[config.mk]
export PLATFORM = sky130hd
export DESIGN_NAME = timer16_waveform_mode_control
export DESIGN_NICKNAME = d
export VERILOG_FILES = /design/src/rtl/timer16_pkg.sv /design/src/rtl/timer16_waveform_mode_control.sv
export SDC_FILE = /design/constraint.sdc
export NUM_CORES = 1
export LEC_CHECK = 0
export ABC_AREA = 1
export CORE_ASPECT_RATIO = 0.9
export CORE_MARGIN = 2
export CORE_UTILIZATION = 50
export CTS_CLUSTER_DIAMETER = 120
export DETAILED_ROUTE_END_ITERATION = 10
export DONT_BUFFER_PORTS = 1
export SLEW_MARGIN = 40
export SYNTH_ARGS = -nofsm -noshare
export SYNTH_HDL_FRONTEND = slang
export SYNTH_SLANG_ARGS = --single-unit
[constraint.sdc]
create_clock -name sys_clk_in -period 6.78 [get_ports sys_clk_in]
set_input_delay 0.339 -clock sys_clk_in [delete_from_list [all_inputs] [get_ports sys_clk_in]]
set_output_delay 0.339 -clock sys_clk_in [all_outputs]
set_load 0.02 [all_outputs]
[src/rtl/timer16_pkg.sv]
// Constants, types and mode decode helpers for the 16-bit timer waveform control.
// Assumes an APB slave wrapper with 32-bit data and byte addresses.
`default_nettype none

package timer16_pkg;

    // Register byte offsets
    localparam logic [7:0] OFS_CTRL_A  = 8'h00;
    localparam logic [7:0] OFS_CTRL_B  = 8'h04;
    localparam logic [7:0] OFS_CMP_A   = 8'h08;
    localparam logic [7:0] OFS_CMP_B   = 8'h0c;
    localparam logic [7:0] OFS_CAPTURE = 8'h10;
    localparam logic [7:0] OFS_COUNT   = 8'h14;
    localparam logic [7:0] OFS_STATUS  = 8'h18;

    // timer_ctrl_a fields
    localparam int CA_ACT_A_HI  = 7;
    localparam int CA_ACT_A_LO  = 6;
    localparam int CA_ACT_B_HI  = 5;
    localparam int CA_ACT_B_LO  = 4;
    localparam int CA_FORCE_A   = 3;
    localparam int CA_FORCE_B   = 2;
    localparam int CA_MODE_HI   = 1;
    localparam int CA_MODE_LO   = 0;
    localparam logic [7:0] CTRL_A_WMASK = 8'hf3;
    // timer_ctrl_b fields
    localparam int CB_EDGE      = 6;
    localparam int CB_MODE_HI   = 4;
    localparam int CB_MODE_LO   = 3;
    localparam logic [7:0] CTRL_B_WMASK = 8'h58;
    // Status fields, write one to clear
    localparam int ST_OVERFLOW  = 0;
    localparam int ST_MATCH_A   = 1;
    localparam int ST_MATCH_B   = 2;
    localparam int ST_CAPTURE   = 3;

    // Reset values and counter limits
    localparam logic [7:0]  CTRL_RESET   = 8'h00;
    localparam logic [15:0] VALUE_RESET  = 16'h0000;
    localparam logic [3:0]  STATUS_RESET = 4'h0;
    localparam logic [15:0] CNT_BOTTOM   = 16'h0000;
    localparam logic [15:0] CNT_MAX      = 16'hffff;
    localparam logic [15:0] CNT_ONE      = 16'h0001;
    localparam logic [15:0] TOP_8BIT     = 16'h00ff;
    localparam logic [15:0] TOP_9BIT     = 16'h01ff;
    localparam logic [15:0] TOP_10BIT    = 16'h03ff;

    typedef enum logic [3:0] {
        MODE_NORMAL    = 4'h0,
        MODE_PC8       = 4'h1,
        MODE_PC9       = 4'h2,
        MODE_PC10      = 4'h3,
        MODE_CTC_CMP   = 4'h4,
        MODE_FAST8     = 4'h5,
        MODE_FAST9     = 4'h6,
        MODE_FAST10    = 4'h7,
        MODE_PFC_CAPT  = 4'h8,
        MODE_PFC_CMP   = 4'h9,
        MODE_PC_CAPT   = 4'ha,
        MODE_PC_CMP    = 4'hb,
        MODE_CTC_CAPT  = 4'hc,
        MODE_RESERVED  = 4'hd,
        MODE_FAST_CAPT = 4'he,
        MODE_FAST_CMP  = 4'hf
    } wave_mode_t;

    typedef enum logic [1:0] {
        ACT_OFF    = 2'h0,
        ACT_TOGGLE = 2'h1,
        ACT_LOW    = 2'h2,
        ACT_HIGH   = 2'h3
    } out_action_t;

    typedef struct packed {
        logic level;
        logic oe;
        logic override;
    } pin_drive_t;

    function automatic logic is_fast(input wave_mode_t m);
        return m inside {MODE_FAST8, MODE_FAST9, MODE_FAST10, MODE_FAST_CAPT, MODE_FAST_CMP};
    endfunction : is_fast

    function automatic logic is_dual(input wave_mode_t m);
        return m inside {MODE_PC8, MODE_PC9, MODE_PC10, MODE_PFC_CAPT, MODE_PFC_CMP,
                         MODE_PC_CAPT, MODE_PC_CMP};
    endfunction : is_dual

    function automatic logic top_is_capture(input wave_mode_t m);
        return m inside {MODE_PFC_CAPT, MODE_PC_CAPT, MODE_CTC_CAPT, MODE_FAST_CAPT};
    endfunction : top_is_capture

endpackage : timer16_pkg

`default_nettype wire

[src/rtl/timer16_waveform_mode_control.sv]
// Compare-output actions and waveform mode decode of a 16-bit timer with two
// compare channels, counter, compare buffers and capture, behind an APB slave.
// Assumes timer_tick_in is a one-cycle enable from an outside prescaler, and
// port level/direction inputs come from the ordinary port logic of each pin.
//
// Function
// - Nonzero action field puts waveform on pin, PWM toggle on A in modes 9,11,15 only
// - Pin driver enabled only by direction bit
// - Non-PWM: 00 off, toggle, low, high
// - Fast PWM 01 toggles A only mode 15
// - Fast PWM 10/11 non-inverting or inverting output
// - Fast PWM 10/11 compare equals TOP: ignore match
// - Dual-slope 01 toggles A in modes 9,11
// - Dual-slope 10 clears up, sets down
// - Force strobes act only in non-PWM modes
// - Force strobe gives immediate match using action
// - Force sets no flag, never clears counter
// - Force strobe bits always read zero
// - Mode is upper bits joined with lower
// - Normal and CLEAR_ON_MATCH_MODE tops, immediate update, MAX
// - Phase correct tops, update TOP, flag BOTTOM
// - Modes 8,9 update and flag at BOTTOM
// - Fast PWM tops, update TOP, flag TOP
// - Upper mode bits sit in control B 4:3
// - Capture as TOP disables input capture
//
// The APB interface to the registers and the register addresses were left to the implementer.
`default_nettype none

module timer16_waveform_mode_control (
    // Clock and reset
    input  wire logic                    sys_clk_in,
    input  wire logic                    rst_n_in,
    // APB slave
    input  wire logic                    psel_in,
    input  wire logic                    penable_in,
    input  wire logic                    pwrite_in,
    input  wire logic [7:0]              paddr_in,
    input  wire logic [31:0]             pwdata_in,
    output logic      [31:0]             prdata_out,
    output logic                         pready_out,
    output logic                         pslverr_out,
    // Timer events
    input  wire logic                    timer_tick_in,
    input  wire logic                    capture_input_pin_in,
    // Ordinary port function of the two compare pins
    input  wire logic                    port_a_level_in,
    input  wire logic                    port_a_dir_in,
    input  wire logic                    port_b_level_in,
    input  wire logic                    port_b_dir_in,
    // Pin drive
    output timer16_pkg::pin_drive_t      chan_a_pin_out,
    output timer16_pkg::pin_drive_t      chan_b_pin_out
);
    import timer16_pkg::*;

    // Next waveform level of one channel
    function automatic logic next_wave(input logic cur, input out_action_t act, input wave_mode_t m,
                                       input logic chan_a, input logic match, input logic force_evt,
                                       input logic top_evt, input logic down, input logic cmp_eq_top);
        logic nxt;
        nxt = cur;
        if (is_fast(m)) begin
            if (act == ACT_TOGGLE) begin
                if (match && chan_a && m == MODE_FAST_CMP)
                    nxt = ~cur;
            end else if (act != ACT_OFF) begin
                // TOP event and match drive opposite levels
                if (top_evt)
                    nxt = (act == ACT_LOW);
                else if (match && !cmp_eq_top)
                    nxt = (act == ACT_HIGH);
            end
        end else if (is_dual(m)) begin
            // Count direction picks the level at a match
            if (act == ACT_TOGGLE) begin
                if (match && chan_a && (m == MODE_PFC_CMP || m == MODE_PC_CMP))
                    nxt = ~cur;
            end else if (act != ACT_OFF && match) begin
                nxt = (act == ACT_HIGH) ^ down;
            end
        end else if (match || force_evt) begin
            // Real and forced matches share one decode
            case (act)
                ACT_TOGGLE: nxt = ~cur;
                ACT_LOW:    nxt = 1'b0;
                ACT_HIGH:   nxt = 1'b1;
                default:    nxt = cur;
            endcase
        end
        return nxt;
    endfunction : next_wave

    // Whether the waveform takes the pin from the port
    function automatic logic drives_pin(input out_action_t act, input wave_mode_t m, input logic chan_a);
        logic on;
        on = (act != ACT_OFF);
        // Toggle in PWM is legal on channel A only
        if (act == ACT_TOGGLE && is_fast(m))
            on = chan_a && m == MODE_FAST_CMP;
        if (act == ACT_TOGGLE && is_dual(m))
            on = chan_a && (m == MODE_PFC_CMP || m == MODE_PC_CMP);
        return on;
    endfunction : drives_pin

    logic [7:0]  ctrl_a_q;
    logic [7:0]  ctrl_b_q;
    logic [15:0] cmp_a_buf_q;
    logic [15:0] cmp_b_buf_q;
    logic [15:0] cmp_a_q;
    logic [15:0] cmp_b_q;
    logic [15:0] capture_q;
    logic [15:0] cnt_q;
    logic [15:0] cnt_d;
    logic        down_q;
    logic        down_d;
    logic        block_q;
    logic [3:0]  status_q;
    logic [3:0]  status_d;
    logic        wave_a_q;
    logic        wave_b_q;
    logic        cap_prev_q;
    logic        cap_armed_q;
    logic        pready_q;
    logic        pslverr_q;
    logic [31:0] prdata_q;
    pin_drive_t  pin_a_q;
    pin_drive_t  pin_b_q;

    // Bus decode
    // One wait state: ready rises in the second access cycle
    wire        access_w   = psel_in & penable_in;
    wire        pready_d   = access_w & ~pready_q;
    wire        done_w     = access_w & pready_q;
    wire        wr_w       = done_w & pwrite_in;
    wire        addr_ok_w  = (paddr_in[1:0] == 2'h0) && (paddr_in <= OFS_STATUS);
    wire        wr_ctrl_a  = wr_w && paddr_in == OFS_CTRL_A;
    wire        wr_ctrl_b  = wr_w && paddr_in == OFS_CTRL_B;
    wire        wr_cmp_a   = wr_w && paddr_in == OFS_CMP_A;
    wire        wr_cmp_b   = wr_w && paddr_in == OFS_CMP_B;
    wire        wr_capture = wr_w && paddr_in == OFS_CAPTURE;
    wire        wr_count   = wr_w && paddr_in == OFS_COUNT;
    wire        wr_status  = wr_w && paddr_in == OFS_STATUS;
    wire [15:0] wdata16    = pwdata_in[15:0];

    // Mode decode
    wire wave_mode_t  mode_w  = wave_mode_t'({ctrl_b_q[CB_MODE_HI:CB_MODE_LO],
                                              ctrl_a_q[CA_MODE_HI:CA_MODE_LO]});
    wire out_action_t act_a_w = out_action_t'(ctrl_a_q[CA_ACT_A_HI:CA_ACT_A_LO]);
    wire out_action_t act_b_w = out_action_t'(ctrl_a_q[CA_ACT_B_HI:CA_ACT_B_LO]);
    wire        fast_w     = is_fast(mode_w);
    wire        dual_w     = is_dual(mode_w);
    wire        pwm_w      = fast_w | dual_w;
    wire        ctc_w      = mode_w == MODE_CTC_CMP || mode_w == MODE_CTC_CAPT;
    wire        upd_top_w  = dual_w && mode_w != MODE_PFC_CAPT && mode_w != MODE_PFC_CMP;
    // Reserved mode 13 falls through to the fixed maximum
    wire [15:0] top_w      = (mode_w == MODE_PC8  || mode_w == MODE_FAST8)  ? TOP_8BIT  :
                             (mode_w == MODE_PC9  || mode_w == MODE_FAST9)  ? TOP_9BIT  :
                             (mode_w == MODE_PC10 || mode_w == MODE_FAST10) ? TOP_10BIT :
                             top_is_capture(mode_w)                         ? capture_q :
                             (ctc_w || pwm_w)                               ? cmp_a_q   :
                             CNT_MAX;

    // Counter events
    wire at_top_w    = cnt_q == top_w;
    wire at_bottom_w = cnt_q == CNT_BOTTOM;
    wire tick_w      = timer_tick_in;
    wire top_evt_w   = tick_w & at_top_w & ~down_q;
    wire bot_evt_w   = tick_w & at_bottom_w & down_q;
    wire overflow_w  = dual_w ? bot_evt_w :
                       fast_w ? top_evt_w :
                       tick_w & (cnt_q == CNT_MAX);
    wire upd_evt_w   = fast_w    ? top_evt_w :
                       upd_top_w ? top_evt_w :
                       dual_w    ? bot_evt_w :
                       1'b1;
    wire match_a_w   = tick_w & ~block_q & (cnt_q == cmp_a_q);
    wire match_b_w   = tick_w & ~block_q & (cnt_q == cmp_b_q);
    // Strobes see the mode and actions held before this write
    wire force_a_w   = wr_ctrl_a & pwdata_in[CA_FORCE_A] & ~pwm_w;
    wire force_b_w   = wr_ctrl_a & pwdata_in[CA_FORCE_B] & ~pwm_w;

    // Buffered compare values
    wire [15:0] cmp_a_buf_d = wr_cmp_a ? wdata16 : cmp_a_buf_q;
    wire [15:0] cmp_b_buf_d = wr_cmp_b ? wdata16 : cmp_b_buf_q;

    // Capture edge, blocked while capture value is TOP
    wire cap_edge_w = ctrl_b_q[CB_EDGE] ? (capture_input_pin_in & ~cap_prev_q)
                                        : (~capture_input_pin_in & cap_prev_q);
    // No edge until one pin level has been sampled, so none right after reset
    wire capture_w  = cap_edge_w & cap_armed_q & ~top_is_capture(mode_w);

    // Counter and direction
    always_comb begin
        cnt_d  = cnt_q;
        down_d = down_q & dual_w;
        if (wr_count) begin
            cnt_d = wdata16;
        end else if (tick_w) begin
            if (dual_w) begin
                // The count turns at TOP and BOTTOM without holding either for an extra tick
                if (!down_q && at_top_w) begin
                    cnt_d  = cnt_q - CNT_ONE;
                    down_d = 1'b1;
                end else if (down_q && at_bottom_w) begin
                    cnt_d  = cnt_q + CNT_ONE;
                    down_d = 1'b0;
                end else begin
                    cnt_d = down_q ? cnt_q - CNT_ONE : cnt_q + CNT_ONE;
                end
            end else if ((fast_w || ctc_w) && at_top_w) begin
                // Only a real TOP clears; forced compares never reach here
                cnt_d = CNT_BOTTOM;
            end else begin
                cnt_d = cnt_q + CNT_ONE;
            end
        end
    end

    // Sticky flags, a set in the clearing cycle wins
    always_comb begin
        status_d = status_q & ~(wr_status ? pwdata_in[3:0] : 4'h0);
        status_d[ST_OVERFLOW] = status_d[ST_OVERFLOW] | overflow_w;
        status_d[ST_MATCH_A]  = status_d[ST_MATCH_A] | match_a_w;
        status_d[ST_MATCH_B]  = status_d[ST_MATCH_B] | match_b_w;
        status_d[ST_CAPTURE]  = status_d[ST_CAPTURE] | capture_w;
    end

    // Read selection
    // Strobe bits are dropped at write, so they read zero
    wire [31:0] rd_data_w = (paddr_in == OFS_CTRL_A)  ? {24'h0, ctrl_a_q} :
                            (paddr_in == OFS_CTRL_B)  ? {24'h0, ctrl_b_q} :
                            (paddr_in == OFS_CMP_A)   ? {16'h0, cmp_a_buf_q} :
                            (paddr_in == OFS_CMP_B)   ? {16'h0, cmp_b_buf_q} :
                            (paddr_in == OFS_CAPTURE) ? {16'h0, capture_q} :
                            (paddr_in == OFS_COUNT)   ? {16'h0, cnt_q} :
                            (paddr_in == OFS_STATUS)  ? {28'h0, status_q} :
                            32'h0;

    // Pin drive
    wire pin_a_take = drives_pin(act_a_w, mode_w, 1'b1);
    wire pin_b_take = drives_pin(act_b_w, mode_w, 1'b0);
    wire wave_a_d   = next_wave(wave_a_q, act_a_w, mode_w, 1'b1, match_a_w, force_a_w,
                                top_evt_w, down_q, cmp_a_q == top_w);
    wire wave_b_d   = next_wave(wave_b_q, act_b_w, mode_w, 1'b0, match_b_w, force_b_w,
                                top_evt_w, down_q, cmp_b_q == top_w);
    // Direction input alone enables the driver
    wire pin_drive_t pin_a_d = '{level:    pin_a_take ? wave_a_d : port_a_level_in,
                                 oe:       port_a_dir_in,
                                 override: pin_a_take};
    wire pin_drive_t pin_b_d = '{level:    pin_b_take ? wave_b_d : port_b_level_in,
                                 oe:       port_b_dir_in,
                                 override: pin_b_take};

    // Bus answer
    always_ff @(posedge sys_clk_in or negedge rst_n_in) begin
        if (!rst_n_in) begin
            pready_q  <= 1'b0;
            pslverr_q <= 1'b0;
            prdata_q  <= 32'h0;
        end else begin
            pready_q  <= pready_d;
            pslverr_q <= pready_d & ~addr_ok_w;
            prdata_q  <= (pready_d && !pwrite_in) ? rd_data_w : 32'h0;
        end
    end

    // Control registers, strobe bits never stored
    always_ff @(posedge sys_clk_in or negedge rst_n_in) begin
        if (!rst_n_in) begin
            ctrl_a_q <= CTRL_RESET;
            ctrl_b_q <= CTRL_RESET;
        end else begin
            if (wr_ctrl_a)
                ctrl_a_q <= pwdata_in[7:0] & CTRL_A_WMASK;
            if (wr_ctrl_b)
                ctrl_b_q <= pwdata_in[7:0] & CTRL_B_WMASK;
        end
    end

    // Compare buffers and active compare values
    always_ff @(posedge sys_clk_in or negedge rst_n_in) begin
        if (!rst_n_in) begin
            cmp_a_buf_q <= VALUE_RESET;
            cmp_b_buf_q <= VALUE_RESET;
            cmp_a_q     <= VALUE_RESET;
            cmp_b_q     <= VALUE_RESET;
        end else begin
            cmp_a_buf_q <= cmp_a_buf_d;
            cmp_b_buf_q <= cmp_b_buf_d;
            if (upd_evt_w) begin
                cmp_a_q <= cmp_a_buf_d;
                cmp_b_q <= cmp_b_buf_d;
            end
        end
    end

    // Counter, capture and flags
    always_ff @(posedge sys_clk_in or negedge rst_n_in) begin
        if (!rst_n_in) begin
            cnt_q      <= VALUE_RESET;
            down_q     <= 1'b0;
            block_q    <= 1'b0;
            capture_q  <= VALUE_RESET;
            cap_prev_q <= 1'b0;
            cap_armed_q <= 1'b0;
            status_q   <= STATUS_RESET;
        end else begin
            cnt_q      <= cnt_d;
            down_q     <= down_d;
            // A counter write removes any match at the next tick on both channels
            block_q    <= wr_count | (block_q & ~tick_w);
            cap_prev_q <= capture_input_pin_in;
            cap_armed_q <= 1'b1;
            status_q   <= status_d;
            if (capture_w)
                capture_q <= cnt_q;
            else if (wr_capture)
                capture_q <= wdata16;
        end
    end

    // Waveform state and pin registers
    always_ff @(posedge sys_clk_in or negedge rst_n_in) begin
        if (!rst_n_in) begin
            wave_a_q <= 1'b0;
            wave_b_q <= 1'b0;
            pin_a_q  <= '0;
            pin_b_q  <= '0;
        end else begin
            wave_a_q <= wave_a_d;
            wave_b_q <= wave_b_d;
            pin_a_q  <= pin_a_d;
            pin_b_q  <= pin_b_d;
        end
    end

    assign prdata_out     = prdata_q;
    assign pready_out     = pready_q;
    assign pslverr_out    = pslverr_q;
    assign chan_a_pin_out = pin_a_q;
    assign chan_b_pin_out = pin_b_q;

endmodule : timer16_waveform_mode_control

`default_nettype wire

==> results by group <==
Placed design
  – I/O Buffers: 0
  – DP HPWL: 23400 um
  – GPL Wtd Cong: just under 1
  – Placed cell area: 9210 um2

Timing
  – Minimum clock period: 4.06 ns
  – Highest Clock Rate: between 200 and 250 MHz
  – Final setup viols: 0
  – Final Max Slew Viols: 0
  – Worst hold slack: 0.0177 ns
  – Final Hold Viols: 0
  – Fin Setup TNS: 0 ns
  – Measured slew at the worst slew-check pin: 0.914 ns
  – Worst rel slew slack: 0.385
  – Final cycle utilization of the critical path: 0.598
  – RSZ-0062 raised after global routing: no
  – Post-Route Skew: 0.00907 ns

Min path
  – Min-delay worst type: primary input to flip-flop

Routing
  – Post-route DRC: 0
  – Number of vias per cell: 5.73
  – WL per Instance: approximately 21 um
  – Number of detailed-route iterations in the first pass: 9
  – DRT antenna net count: 0
  – Via count of the routed design: 8911
  – Drt initial violations: 1048
  – Detailed Route WL: approximately 32000 um

Clock tree
  – CTS Root Cell: clkbuf_16
  – CTS tree: yes
  – Clock Tree Buf Depth: 2
  – PostCTS Resize Cnt: 0
  – CTS sink count: 139
  – CTS H-tree depth: 4
  – Post-CTS Setup Inserts: 0
  – Reg clk slew, reported paths: 0.07 ns
  – Worst skew pair latency: 0.43 ns
  – Num CTS Buffers: 17

Floorplan
  – Die Y: 132 um
  – IO Pins: slightly above 90
  – Core ar.: 17800 um2
  – FP Rows: 46
  – Die ar.: 19400 um2
  – Starting density of the core: 0.514
  – Die W: about 150 um

Synthesis
  – #FFs+latches synth: 139
  – Simple-Gate Fraction of Synth Area: 0.297
  – Largest family of logic cells by synthesized area: simple AND/OR/NAND/NOR gates
  – Post-synthesis mux area share: 0.00861
  – Top cells by area, synth: dfrtp_1 38%, nand2_1 16%, inv_1 6.6%
  – Adder-Cell Fraction of Synth Area: 0.00273
  – Cell count after synthesis: 1321
  – Synth Warn #: 0
  – Yosys top cell by area: dfrtp_1
  – Synthesized area: 9150 um2
  – Synth top area share: 0.380
  – Synth Area in XOR/XNOR: 0.0412
  – Register area share after synthesis: 0.380
  – Syn_area_per_cell: around 6.9 um2
  – Complex-gate fraction of the synthesized area: 0.159
  – Netlist cell types: 52

Layout
  – Area growth, synth to finish: 7.38%
  – Share of post-route cells with drive strength above 1: 0.0616
  – Diode count: 0
  – # fillers: between 1500 and 2000
  – Final #Nets: 1356
  – Post-layout util: 0.552
  – Commonest non-fill, non-tap cells in the layout: 389 x nand2_1, 162 x inv_1, 139 x dfrtp_1
  – Leading cell type in the layout, fill and taps excluded: nand2_1
  – Cell area after layout: 9830 um2

GRT
  – Gr usage total: 0.338
  – Initial antenna violation count: 0
  – Number of global-route vias before repair: 8240
  – First-pass GRT wire length: 49300 um
  – Largest net degree at the start of global routing: 140
  – Total grt overflow: 0

Critical path
  – CP max FO: 57
  – Crit path launch type: flip-flop
  – CP Capture Type: flip-flop
  – CP Class: flip-flop to flip-flop
  – Worst path cell trace: inv_1 -> ha_1 -> nand2_1 -> nor2_1 -> inv_1 -> nor4_1 -> nand4_1 -> o31ai_1 -> nand2_1 -> o21ai_4 -> buf_4 -> mux2_1
  – Slowest stage delay, CP: 0.56 ns
  – Reg2Reg Setup Slack: roughly 2.7 ns
  – CP Data Required Time: 7.10 ns
  – CP bufs+invs: 3
  – CP max-delay cell: dfrtp_1
  – Cell family with the largest share of critical-path delay: simple AND/OR/NAND/NOR gates
  – CP arrival: between 4 and 5 ns

Pwr
  – Max rail drop VDD: 0.173 mV
  – LEAKAGE: 4.91 nW
  – Power Density: 276 nW/um2
  – Tot Pwr: 2.72 mW

Flow run
  – Max Cap Violations: 0

Outcome
  – Status: finished clean
==> final cells by class <==
| cell class | instances | area, um2 | share of cell area |
|---|---|---|---|
| repair buffers | 14 | 135 | 0.0138 |
| multi-input cells | 960 | 4730 | 0.481 |
| well taps | 240 | 300 | 0.0306 |
| flip-flops and latches | 139 | 3480 | 0.354 |
| clock buffers | 18 | 429 | 0.0437 |
| clock inverters | 14 | 113 | 0.0115 |
| inverters | 171 | 642 | 0.0653 |
==> worst reg2reg max path: cells and delay by family, from the launching register on <==
| family | cells | cell delay [ns] |
|---|---|---|
| adder cells (fa/ha/maj) | 1 | 0.25 |
| buffers and inverters | 3 | 0.93 |
| AO/OA/AOI/OAI | 2 | 0.45 |
| AND/OR/NAND/NOR | 5 | 1.28 |
| flip-flops | 1 | 0.56 |
| multiplexers | 1 | 0.48 |
==> registers in the layout, summed over array words and instances, names as in the netlist, 3 cells and up <==
register / count
chan_a_pin_out: 3
chan_b_pin_out: 3
cmp_b_q: 16
cnt_q: 16
ctrl_b_q: 3
ctrl_a_q: 6
capture_q: 16
cmp_a_q: 16
cmp_b_buf_q: 16
cmp_a_buf_q: 16
prdata_out: 16
status_q: 4
==> layer usage <==
layer,share of wire,up-vias,GRT usage
met2,0.44,486,0.519
met3,0.095,65,0.0799
met1,0.43,4144,0.465
li1,-,4216,-
met5,0,-,0
met4,0.033,0,0.125
==> path summary, 6_finish.rpt <==
kind	start	end	depth (start not counted)
max reg2reg	cnt_q[0]	cmp_b_q[13]	12
min	port_b_level_in	chan_b_pin_out[2]	2
min reg2reg	block_q	block_q	2
min in group asynchronous	rst_n_in	pready_out	2
max	cnt_q[0]	cmp_b_q[13]	12
max in group asynchronous	rst_n_in	cmp_b_buf_q[0]	2
==> cell families (layout without fill, tap and decap cells) <==
group | Yosys count | count (layout)
mux | 7 | 7
xor+xnor | 43 | 43
buf+inv | 237 | 217
fa+ha+maj | 2 | 2
simple gates | 642 | 642
other cells | 2 | 17
flops | 139 | 139
compound gates | 249 | 249
==> Yosys cell counts (all sizes together) <==
library cell  number
a211oi             3
o311ai             1
clkbuf            34
o21ai            141
ha                 2
nor4               9
dfrtp            139
clkinv             3
a21oi             47
nand2            397
o211ai            21
xor2              38
a311oi             1
a221oi             3
a21o               1
nand3             72
nor3              16
o2111ai            1
nand4             24
inv              168
or2                4
o31ai              1
xnor2              5
a41oi              1
nand3b             3
nor2             113
o21a               1
and2               3
mux2               7
o221ai             7
buf               32
o22ai              8
conb               2
nand2b             1
a31oi             12
==> power breakdown <==
group / total, mW / switching [mW] / internal [mW] / leakage [nW]
clock: 0.886 / 0.411 / 0.475 / 0.256
combinational: 0.735 / 0.493 / 0.242 / 2.99
sequential: 1.10 / 0.202 / 0.894 / 1.67
==> stage by stage <==
step / cells / setup slack, ns
4_1_cts: 1556 / 2.88
3_5_place_dp: 1519 / 2.75
2_1_floorplan: 1336 / 4.18
3_3_place_gp: 1519 / 2.87
5_1_grt: 1556 / 2.49
6_report: 1556 / 2.72
==> repair_timing <==
action / in CTS / in global routing
endpoints found under the setup margin: 0 / 0
hold buffers: 5 / 0
hold endpoints to repair: 142 / 0
No activity file was read; power rests on OpenSTA's default activity.
